===== config.mk =====
export PLATFORM = sky130hd
export DESIGN_NAME = apcc_top
export DESIGN_NICKNAME = d
export VERILOG_FILES = /design/src/apcc_pkg.sv /design/src/apcc_fifo.sv /design/src/apcc_top.sv
export SDC_FILE = /design/constraint.sdc
export NUM_CORES = 1
export LEC_CHECK = 0
export BUFFER_PORTS_ARGS = -buffer_cell sky130_fd_sc_hd__buf_4
export CAP_MARGIN = 30
export CORE_MARGIN = 8
export CORE_UTILIZATION = 65
export CTS_BUF_LIST = sky130_fd_sc_hd__clkbuf_16
export CTS_CLUSTER_DIAMETER = 60
export DETAILED_ROUTE_END_ITERATION = 10
export GPL_ROUTABILITY_DRIVEN = 0
export PLACE_DENSITY_LB_ADDON = 0.15
export SLEW_MARGIN = 15
export SYNTH_ARGS = -nofsm -noshare
export SYNTH_HDL_FRONTEND = slang
export SYNTH_SLANG_ARGS = --single-unit
export TNS_END_PERCENT = 20

===== constraint.sdc =====
create_clock -name i_clk_sys -period 3.6 [get_ports i_clk_sys]
set_input_delay 0.54 -clock i_clk_sys [delete_from_list [all_inputs] [get_ports i_clk_sys]]
set_output_delay 0.54 -clock i_clk_sys [all_outputs]
set_load 0.02 [all_outputs]

===== src/apcc_pkg.sv =====
// Constants and types shared by the audio port clock checker.
// Assumes a 250 MHz system clock; all timings are derived from it.
package apcc_pkg;

  // ==========================================================
  // Clocking and detector limits
  localparam longint SYS_HZ         = 250_000_000;
  localparam longint BCLK_MIN_HZ    = 256_000;
  localparam longint BCLK_MAX_HZ    = 50_000_000;
  localparam longint PLL_MAX_HZ     = 150_000_000;
  localparam longint PLL_MULT       = 4;
  localparam longint RATE_MIN_HZ    = 32_000;
  localparam longint RATE_MAX_HZ    = 192_000;
  localparam int     RATIO_MIN      = 32;
  localparam int     RATIO_MAX      = 512;
  // Longest legal bit clock period rounds down, shortest rounds up
  localparam int BPER_MAX = int'(SYS_HZ / BCLK_MIN_HZ);
  localparam int BPER_MIN = int'((SYS_HZ + BCLK_MAX_HZ - 1) / BCLK_MAX_HZ);
  localparam int BMISS    = 2 * BPER_MAX;
  // PLL at or above its limit when period is this short or shorter
  localparam int PLL_PER  = int'(SYS_HZ * PLL_MULT / PLL_MAX_HZ);
  localparam int FPER_MIN = int'((SYS_HZ + RATE_MAX_HZ - 1) / RATE_MAX_HZ);
  localparam int FPER_MAX = int'(SYS_HZ / RATE_MIN_HZ);

  // ==========================================================
  // Register map
  localparam logic [7:0] ADDR_MASK   = 8'h29;
  localparam logic [7:0] ADDR_SRC    = 8'h30;
  localparam logic [7:0] ADDR_POL    = 8'h31;
  localparam logic [7:0] ADDR_STATUS = 8'h39;
  localparam logic [7:0] RST_MASK    = 8'h00;
  localparam logic [7:0] RST_SRC     = 8'h00;
  localparam logic [7:0] RST_POL     = 8'h00;
  localparam logic [7:0] POL_RO_MSK  = 8'h0E;
  localparam int BIT_IGN_PLL   = 6;
  localparam int BIT_IGN_RANGE = 5;
  localparam int BIT_IGN_RATE  = 4;
  localparam int BIT_IGN_RATIO = 3;
  localparam int BIT_IGN_MISS  = 2;
  localparam int BIT_OUT_SEL   = 0;
  localparam int BIT_BCLK_POL  = 5;
  // Status bit positions
  localparam int ST_MISS  = 0;
  localparam int ST_RATIO = 1;
  localparam int ST_RATE  = 2;
  localparam int ST_RANGE = 3;
  localparam int ST_PLL   = 4;
  localparam int ST_CLKER = 5;
  localparam int ST_OVF   = 6;

  // ==========================================================
  // Data path
  localparam int WORD_W     = 32;
  localparam int FIFO_DEPTH = 8;

  typedef enum logic [1:0] {
    APCC_WAIT  = 2'b00,
    APCC_ALIGN = 2'b01,
    APCC_RUN   = 2'b11
  } apcc_state_t;

endpackage


===== src/apcc_fifo.sv =====
// Small FIFO with a registered output stage.
// Assumes both sides run on the system clock.
`timescale 1ns/1ps
module apcc_fifo #(
  parameter int W = 32,
  parameter int D = 8
) (
  input  wire logic         i_clk_sys,
  input  wire logic         i_srst,
  input  wire logic         i_in_valid,
  output logic              o_in_ready,
  input  wire logic [W-1:0] i_in_data,
  output logic              o_out_valid,
  input  wire logic         i_out_ready,
  output logic [W-1:0]      o_out_data
);
  localparam int AW = $clog2(D);

  typedef struct packed {
    logic [D-1:0][W-1:0] mem;
    logic [AW-1:0]       wp;
    logic [AW-1:0]       rp;
    logic [AW:0]         cnt;
    logic                ov;
    logic [W-1:0]        od;
  } apcc_fifo_st_t;

  apcc_fifo_st_t q, d;
  logic push, load;

  // ==========================================================
  // Storage and output register
  always_comb begin
    d    = q;
    push = i_in_valid && (q.cnt != (AW+1)'(D));
    load = (q.cnt != '0) && (!q.ov || i_out_ready);
    if (push) begin
      d.mem[q.wp] = i_in_data;
      d.wp        = q.wp + 1'b1;
    end
    if (o_out_valid && i_out_ready) begin
      d.ov = 1'b0;
    end
    if (load) begin
      d.od = q.mem[q.rp];
      d.ov = 1'b1;
      d.rp = q.rp + 1'b1;
    end
    d.cnt = q.cnt + (AW+1)'(push) - (AW+1)'(load);
  end

  always_ff @(posedge i_clk_sys) begin
    if (i_srst) begin
      q <= '0;
    end else begin
      q <= d;
    end
  end

  assign o_in_ready  = (q.cnt != (AW+1)'(D));
  assign o_out_valid = q.ov;
  assign o_out_data  = q.od;
endmodule


===== src/apcc_top.sv =====
// Serial audio port clock supervision, configuration and capture.
// Assumes bit clock, frame clock and data arrive from an outside source
// and registers are written over a simple same-clock register port.
`timescale 1ns/1ps
module apcc_top import apcc_pkg::*; #(
  parameter int P_FPER_MAX = FPER_MAX
) (
  input  wire logic              i_clk_sys,
  input  wire logic              i_srst,
  input  wire logic              i_bit_clock,
  input  wire logic              i_frame_clock,
  input  wire logic              i_serial_data_in,
  input  wire logic              i_post_sdata,
  output logic                   o_serial_data_out,
  input  wire logic              i_reg_wr,
  input  wire logic              i_reg_rd,
  input  wire logic [7:0]        i_reg_addr,
  input  wire logic [7:0]        i_reg_wdata,
  output logic [7:0]             o_reg_rdata,
  output logic                   o_clock_error,
  output logic                   o_word_valid,
  input  wire logic              i_word_ready,
  output logic [WORD_W-1:0]      o_word_data
);

  typedef struct packed {
    apcc_state_t       st;
    logic [2:0]        bsy;
    logic [2:0]        fsy;
    logic [1:0]        dsy;
    logic [11:0]       bper;
    logic [12:0]       fper;
    logic [9:0]        ratio;
    logic              fsmp;
    logic [WORD_W-1:0] shreg;
    logic              push;
    logic [WORD_W-1:0] word;
    logic              e_miss;
    logic              e_ratio;
    logic              e_rate;
    logic              e_range;
    logic              e_pll;
    logic              clk_err;
    logic              ovf;
    logic [7:0]        mask;
    logic [7:0]        src;
    logic [7:0]        pol;
    logic [7:0]        rdata;
    logic              sdo;
  } apcc_st_t;

  apcc_st_t q, d;
  logic fifo_ready;

  // ==========================================================
  // Helpers
  function automatic logic combine(input logic [7:0] m,
                                   input logic a, input logic b,
                                   input logic c, input logic e,
                                   input logic f);
    combine = (a && !m[BIT_IGN_MISS])  || (b && !m[BIT_IGN_RATIO]) ||
              (c && !m[BIT_IGN_RATE])  || (e && !m[BIT_IGN_RANGE]) ||
              (f && !m[BIT_IGN_PLL]);
  endfunction

  logic b_rise, b_fall, f_rise, smp;
  logic [11:0] bmeas;
  logic [12:0] fmeas;
  logic [7:0]  status;

  always_comb begin
    b_rise = q.bsy[1] && !q.bsy[2];
    b_fall = !q.bsy[1] && q.bsy[2];
    f_rise = q.fsy[1] && !q.fsy[2];
    // Data is taken on the edge opposite the one the source moves on
    smp    = q.pol[BIT_BCLK_POL] ? b_fall : b_rise;
    // Saturate so a long gap never wraps round into a short period
    bmeas  = (q.bper == 12'hFFF) ? q.bper : q.bper + 12'h001;
    fmeas  = (q.fper == 13'h1FFF) ? q.fper : q.fper + 13'h0001;
    status = 8'h00;
    status[ST_MISS]  = q.e_miss;
    status[ST_RATIO] = q.e_ratio;
    status[ST_RATE]  = q.e_rate;
    status[ST_RANGE] = q.e_range;
    status[ST_PLL]   = q.e_pll;
    status[ST_CLKER] = q.clk_err;
    status[ST_OVF]   = q.ovf;
  end

  // ==========================================================
  // Next state
  always_comb begin
    d      = q;
    d.bsy  = {q.bsy[1:0], i_bit_clock};
    d.fsy  = {q.fsy[1:0], i_frame_clock};
    d.dsy  = {q.dsy[0], i_serial_data_in};
    d.push = 1'b0;

    // Bit clock period, missing, range and PLL rate
    if (b_rise) begin
      d.bper    = 12'h000;
      d.e_range = (bmeas < 12'(BPER_MIN)) ||
                  (bmeas > 12'(BPER_MAX));
      d.e_pll   = (bmeas <= 12'(PLL_PER));
      d.e_miss  = 1'b0;
    end else begin
      if (q.bper != 12'hFFF) begin
        d.bper = bmeas;
      end
      if (q.bper >= 12'(BPER_MAX)) begin
        d.e_range = 1'b1;
      end
      if (q.bper >= 12'(BMISS)) begin
        d.e_miss = 1'b1;
        d.e_pll  = 1'b0;
      end
    end

    // Bit clocks per frame and frame period
    if (f_rise) begin
      d.e_ratio = (q.ratio < 10'(RATIO_MIN)) ||
                  (q.ratio > 10'(RATIO_MAX));
      d.e_rate  = (fmeas < 13'(FPER_MIN)) ||
                  (fmeas > 13'(P_FPER_MAX));
      d.ratio   = b_rise ? 10'h001 : 10'h000;
      d.fper    = 13'h0000;
    end else begin
      if (b_rise && q.ratio != 10'h3FF) begin
        d.ratio = q.ratio + 10'h001;
      end
      if (q.fper != 13'h1FFF) begin
        d.fper = fmeas;
      end
      if (q.ratio > 10'(RATIO_MAX)) begin
        d.e_ratio = 1'b1;
      end
      if (q.fper > 13'(P_FPER_MAX)) begin
        d.e_rate = 1'b1;
      end
    end

    d.clk_err = combine(q.mask, d.e_miss, d.e_ratio, d.e_rate,
                        d.e_range, d.e_pll);

    // Capture; once running, a word closes on every frame clock transition
    case (q.st)
      APCC_WAIT: begin
        if (smp) begin
          d.fsmp = q.fsy[2];
          d.st   = APCC_ALIGN;
        end
      end
      APCC_ALIGN: begin
        if (smp) begin
          d.shreg = {q.shreg[WORD_W-2:0], q.dsy[1]};
          if (q.fsy[2] != q.fsmp) begin
            d.shreg = {{(WORD_W-1){1'b0}}, q.dsy[1]};
            d.st    = APCC_RUN;
          end
          d.fsmp = q.fsy[2];
        end
      end
      APCC_RUN: begin
        if (smp) begin
          d.shreg = {q.shreg[WORD_W-2:0], q.dsy[1]};
          if (q.fsy[2] != q.fsmp) begin
            d.push  = 1'b1;
            d.word  = q.shreg;
            d.shreg = {{(WORD_W-1){1'b0}}, q.dsy[1]};
          end
          d.fsmp = q.fsy[2];
        end
      end
      default: begin
        d.st = APCC_WAIT;
      end
    endcase
    if (q.e_miss) begin
      d.st = APCC_WAIT;
    end

    // Output pin source
    d.sdo = q.src[BIT_OUT_SEL] ? q.dsy[1] : i_post_sdata;

    // Register port; overflow flag set wins over clear on read
    d.rdata = 8'h00;
    if (i_reg_rd) begin
      if (i_reg_addr == ADDR_MASK) begin
        d.rdata = q.mask;
      end else if (i_reg_addr == ADDR_SRC) begin
        d.rdata = q.src;
      end else if (i_reg_addr == ADDR_POL) begin
        d.rdata = q.pol;
      end else if (i_reg_addr == ADDR_STATUS) begin
        d.rdata = status;
        d.ovf   = 1'b0;
      end else begin
        d.rdata = 8'h00;
      end
    end
    if (i_reg_wr) begin
      if (i_reg_addr == ADDR_MASK) begin
        d.mask = i_reg_wdata;
      end else if (i_reg_addr == ADDR_SRC) begin
        d.src = i_reg_wdata;
      end else if (i_reg_addr == ADDR_POL) begin
        d.pol = i_reg_wdata & ~POL_RO_MSK;
      end
    end
    // A full FIFO drops the word; the loss is kept for software
    if (q.push && !fifo_ready) begin
      d.ovf = 1'b1;
    end
  end

  // ==========================================================
  // State register
  always_ff @(posedge i_clk_sys) begin
    if (i_srst) begin
      q      <= '0;
      q.st   <= APCC_WAIT;
      q.mask <= RST_MASK;
      q.src  <= RST_SRC;
      q.pol  <= RST_POL;
    end else begin
      q <= d;
    end
  end

  apcc_fifo #(
    .W (WORD_W),
    .D (FIFO_DEPTH)
  ) u_fifo (
    .i_clk_sys   (i_clk_sys),
    .i_srst      (i_srst),
    .i_in_valid  (q.push),
    .o_in_ready  (fifo_ready),
    .i_in_data   (q.word),
    .o_out_valid (o_word_valid),
    .i_out_ready (i_word_ready),
    .o_out_data  (o_word_data)
  );

  assign o_serial_data_out = q.sdo;
  assign o_clock_error     = q.clk_err;
  assign o_reg_rdata       = q.rdata;
endmodule


Word level (Yosys, flattened, before mapping):

Cells that the tools add are included.

* flip-flop bits (word level): 447

* add/sub/neg operators: 7
* magnitude comparators: 13
* eq/ne operators: 20
* mux-type cells: 43
* bitwise operators: 5
* reduce and logical (&&, ||, !) cells: 53

Operators by type and width (number)
* 256-bit bitwise mux: 1
* 32-bit binary-select mux with 3-bit select: 1
* 32-bit demux with 3-bit select: 1
* 32-bit two-way mux: 3
* 33-bit two-way mux: 2
* 66-bit two-way mux: 1
* 65-bit two-way mux: 1
* 32-bit case mux with 2 select lines: 1
* 8-bit by 6-bit == test with 1-bit output, second input constant: 4
* 13-bit greater-than comparator, second input constant: 2
* 8-bit two-way mux: 3
* 10-bit two-way mux: 2
* 1-bit two-way mux: 17
* 1-bit logical AND: 14
* 13-bit by 1-bit adder with 13-bit output, second input constant: 1
* 13-bit == test, second input constant: 1
* 13-bit by 11-bit less-than comparator with 1-bit output, second input constant: 1
* 13-bit two-way mux: 1
* 13-bit != test, second input constant: 1
* 12-bit by 1-bit adder with 12-bit output, second input constant: 1
* 12-bit == test, second input constant: 1
* 12-bit by 10-bit greater-or-equal comparator with 1-bit output, second input constant: 1
* 12-bit by 11-bit greater-or-equal comparator with 1-bit output, second input constant: 1
* 12-bit by 10-bit greater-than comparator with 1-bit output, second input constant: 1
* 36 further kinds: 78

Longest topological paths before layout:

* word-level depth: 10
* depth in mapped cells: 11

Cells and area by module:

A second synthesis with hierarchy kept.

* cell total of the unflattened synthesis: 2339
* area total of the unflattened synthesis: 19481.2 um^2

By module, submodules not included
* apcc_fifo: times used 1, cells each 1555, area an instance 13070.0 um^2, seq. area each 5985.7 um^2
* apcc_top: times used 1, cells each 784, area an instance 6411.1 um^2, seq. area each 2962.8 um^2

Least setup slack after synthesis:

Ideal clock, no wire load.

* kind: input to register
* from: input port i_word_ready
* to: register u_fifo.q[35] (netlist name)
* arrival: 2251 ps
* required time: 3472 ps
* setup slack: 1221 ps
* stages on the path: 10
* path buffers: 1
* cells stage by stage: nand2b_1 a21boi_1 clkbuf_1 ha_1 inv_1 ha_1 inv_1 fa_1 xor2_1 nor2_1

* word-level cells in the longest chain between the ends: 3

Ends and longest elaborated chain
* from (decl): line apcc_top.sv:22 `input wire logic i_word_ready,`
* 1-bit logical OR: line apcc_fifo.sv:36 `load = (q.cnt != '0) && (!q.ov || i_out_ready);`
* 1-bit logical AND: line apcc_fifo.sv:36
* 4-bit by 1-bit subtractor with 4-bit output: line apcc_fifo.sv:49 `d.cnt = q.cnt + (AW+1)'(push) - (AW+1)'(load);`
* to (signal assigned): line apcc_fifo.sv:54 `q <= '0;`
* to (signal assigned): line apcc_fifo.sv:56 `q <= d;`
* to (decl): line apcc_fifo.sv:28 `apcc_fifo_st_t q, d;`

No other way between the ends.
A chain may end at the register's enable or synchronous reset.

Worst setup path in the final report:

* from: register u_fifo.q[35] (netlist name)
* to: register u_fifo.q[124] (netlist name)

* word-level cells in the longest chain between the ends: 2

Ends and longest elaborated chain
* 4-bit != test: line apcc_fifo.sv:35 `push = i_in_valid && (q.cnt != (AW+1)'(D));`
* 1-bit logical AND: line apcc_fifo.sv:35
* net u_fifo.push: line apcc_fifo.sv:29 `logic push, load;`

The timed path passes the listed nets, and every way through them passes these cells.

==> results.sh <==
export IMPL_n_antenna_cell=0
export IMPL_dpl_cell_area_mm2=0.0194
export IMPL_cts_max_level=2
export IMPL_fin_crit_sh=0.756
export IMPL_synth_edff_count=0
export IMPL_area_growth_pct=9.24
export IMPL_cpPeakStageDelay_ns=0.52
export IMPL_drv_cap=0
export IMPL_placed_cells=2426
export IMPL_cpMaxStageDelayCell="nor3b_2"
export IMPL_total_power_mw=11.7
export IMPL_rsz0062_at_grt="no"
export IMPL_synth_flop_cell="dfxtp_1"
export IMPL_min_period_ns=2.72
export IMPL_yosysSeqAreaShare=0.468
export IMPL_avgSynthCellArea_um2=8.82
export IMPL_grt_pass1_wl_um=75100
export IMPL_cts_sinks=447
export IMPL_crit_type="flip-flop to flip-flop"
export IMPL_cts_setup_buffers=0
export IMPL_viasPerCell=6.02
export IMPL_rows=62
export IMPL_crit_buf_inv=2
export IMPL_status="finished clean"
export IMPL_grt_pass1_vias=14615
export IMPL_vias=15086
export IMPL_ctsHoldBuffers=0
export IMPL_fmax_mhz=367
export IMPL_grt_antenna_before_repair=0
export IMPL_required_ns=3.98
export IMPL_drtIter0Drc=1277
export IMPL_synthArstFlopShare=0
export IMPL_final_nets=2128
export IMPL_r2r_slack_ns=0.88
export IMPL_met3_usage=0.0395
export IMPL_clk_pin_slew_worst_paths_ns=0.06
export IMPL_startpoint_type="flip-flop"
export IMPL_power_leakage_nw=7.09
export IMPL_met2_usage=0.428
export IMPL_final_hold_viol_count=0
export IMPL_synthCells=2166
export IMPL_grt_busiest_layer="met2"
export IMPL_die_x_um=187
export IMPL_worst_pin_slew_ns=1.13
export IMPL_dpl_hpwl_um=27500
export IMPL_min_to="d[147]"
export IMPL_io_pins=68
export IMPL_r2r_cells=8
export IMPL_critical_path_arrival_ns=3.10
export IMPL_syn_area_mm2=0.0191
export IMPL_crit_path_end_kind="flip-flop"
export IMPL_ctsLongestPathBuffers=3
export IMPL_start_util=0.662
export IMPL_coreArea_mm2=0.0289
export IMPL_critical_path_peak_fanout=14
export IMPL_grt_usage=0.253
export IMPL_setup_viol=0
export IMPL_crit_chain="inv_1 > ha_1 > a21boi_2 > nand2b_1 > nor3b_2 > buf_4 > mux2i_1 > nor2_1"
export IMPL_drv_slew=0
export IMPL_vdd_ir_drop_max_mv=0.483
export IMPL_drtAntennaViolNets=0
export IMPL_rr_endpoint="u_fifo.q[124]"
export IMPL_io_buffers=67
export IMPL_reg2reg_from="u_fifo.q[35]"
export IMPL_die_y_um=187
export IMPL_cellPowerDensity_mw_per_mm2=560
export IMPL_whs_path_depth=2
export IMPL_wl_per_cell_um=18.2
export IMPL_min_from="i_bit_clock"
export IMPL_cts_repair_resized=0
export IMPL_critPathTopFamily="simple AND/OR/NAND/NOR gates"
export IMPL_synth_fp_nets=2205
export IMPL_synth_seq_cells=447
export IMPL_skew_ns=0.0118
export IMPL_layout_drive_gt1_share=0.121
export IMPL_slew_headroom=0.249
export IMPL_layout_cells_non_filler=2507
export IMPL_dieArea_mm2=0.0351
export IMPL_cts_buffers=45
export IMPL_cts_tree="yes"
export IMPL_synth_distinct_cells=66
export IMPL_drtPass1Iterations=5
export IMPL_clkLatencyLatePin_ns=0.54
export IMPL_hold_class="input pin to flip-flop"
export IMPL_cts_root_buffer="clkbuf_16"
export IMPL_wl_um=45600
export IMPL_met1_usage=0.335
export IMPL_tns_ns=0
export IMPL_grt_max_degree=239
export IMPL_yosys_warnings=0
export IMPL_drc=0
export IMPL_stdcell_area_mm2=0.0209
export IMPL_fin_hold_ws_ns=0.210
export IMPL_grt_overflow=0
[power by group]
group          total (mW)  switching [mW]  internal, mW
combinational        1.68           0.932         0.744
sequential           5.48           0.325          5.15
clock                4.55            1.90          2.65
[routing by layer]
metal | vias to the layer above | share of wire
met2 | 476 | 0.48
met3 | 63 | 0.067
met1 | 7361 | 0.43
met5 | - | 0
met4 | 0 | 0.016
li1 | 7186 | -
[area by class of cell]
class                   instances  area [um^2]
flip-flops and latches        447         8960
inverters                      20         75.1
multi-input cells            1473         9090
repair buffers                102          836
well taps                     384          480
fillers                      2172         7980
clock buffers                  47         1180
clock inverters                34          263
[cells by family (layout without fill, tap and decap cells)]
| family | count (synthesis) | in the layout | share of synthesized area |
|---|---|---|---|
| simple gates | 854 | 854 | 0.191 |
| compound gates | 377 | 377 | 0.112 |
| buf+inv | 246 | 203 | 0.0592 |
| mux | 206 | 206 | 0.150 |
| fa+ha+maj | 14 | 14 | 0.00956 |
| xor+xnor | 22 | 22 | 0.0101 |
| flops | 447 | 447 | 0.468 |
[through the flow]
stage | utilization | setup WS [ns]
after detailed placement | 0.674 | 0.857
after CTS | 0.724 | 0.875
after global placement | 0.674 | 0.980
after global routing | 0.724 | 0.673
after floorplan | - | 1.22
final | 0.724 | 0.877
[worst max path at each step]
stage | end | slack, ns | from | cells past startpoint
2_1_floorplan | u_fifo.q[35] | 1.22 | i_word_ready | 10
3_3_place_gp | q[27] | 0.98 | i_reg_addr[1] | 8
3_5_place_dp | q[30] | 0.86 | i_reg_addr[1] | 8
4_1_cts | u_fifo.q[61] | 0.87 | u_fifo.q[35] | 8
5_1_grt | o_clock_error | 0.67 | q[129] | 8
6_report | u_fifo.q[124] | 0.88 | u_fifo.q[35] | 8
[synth_stat cells, drive strengths merged (3+ instances only)]
master / instances / area (um^2)
a211oi: 41 / 313
a21o: 4 / 30.0
a21oi: 264 / 1320
a22oi: 4 / 30.0
a31oi: 9 / 56.3
and2: 11 / 71.3
and3: 12 / 76.3
and4: 4 / 35.0
buf: 71 / 465
clkbuf: 155 / 592
dfxtp: 447 / 8950
ha: 13 / 163
inv: 20 / 75.1
mux2i: 142 / 1420
mux4: 64 / 1440
nand2: 468 / 1760
nand2b: 11 / 68.8
nand3: 62 / 310
nand4: 12 / 105
nand4b: 4 / 35.0
nor2: 206 / 773
nor2b: 19 / 119
nor3: 24 / 120
nor3b: 6 / 45.0
nor4: 3 / 33.8
o2111ai: 3 / 32.5
o21a: 3 / 22.5
o21ai: 22 / 110
o21bai: 3 / 22.5
o22ai: 3 / 25.0
o311ai: 3 / 26.3
o31ai: 4 / 30.0
or3: 5 / 31.3
or4: 3 / 22.5
xnor2: 8 / 70.1
xor2: 14 / 123
[state kept, by name (all words and copies together), names as in the netlist]
name	flops
o_serial_data_out	1
u_fifo.o_out_valid	1
o_clock_error	1
d	5
u_fifo.o_out_data	32
o_reg_rdata	8
q	133
u_fifo.q	266
[placed cells by master (no fill, tap or decap), types with 7 or more instances in the layout]
| master | count |
|---|---|
| xor2_1 | 14 |
| nand4_1 | 10 |
| nand2_1 | 467 |
| nand3_1 | 62 |
| nand2b_1 | 11 |
| mux2i_1 | 142 |
| and2_1 | 7 |
| o21ai_0 | 22 |
| dfxtp_1 | 444 |
| nor2b_1 | 19 |
| ha_1 | 13 |
| a31oi_1 | 9 |
| a211oi_1 | 40 |
| nor2_1 | 204 |
| nor3_1 | 22 |
| mux4_2 | 64 |
| buf_4 | 96 |
| inv_1 | 33 |
| xnor2_1 | 7 |
| and3_1 | 11 |
| clkbuf_16 | 47 |
| a21oi_1 | 264 |
(Power assumes the default switching activity.)
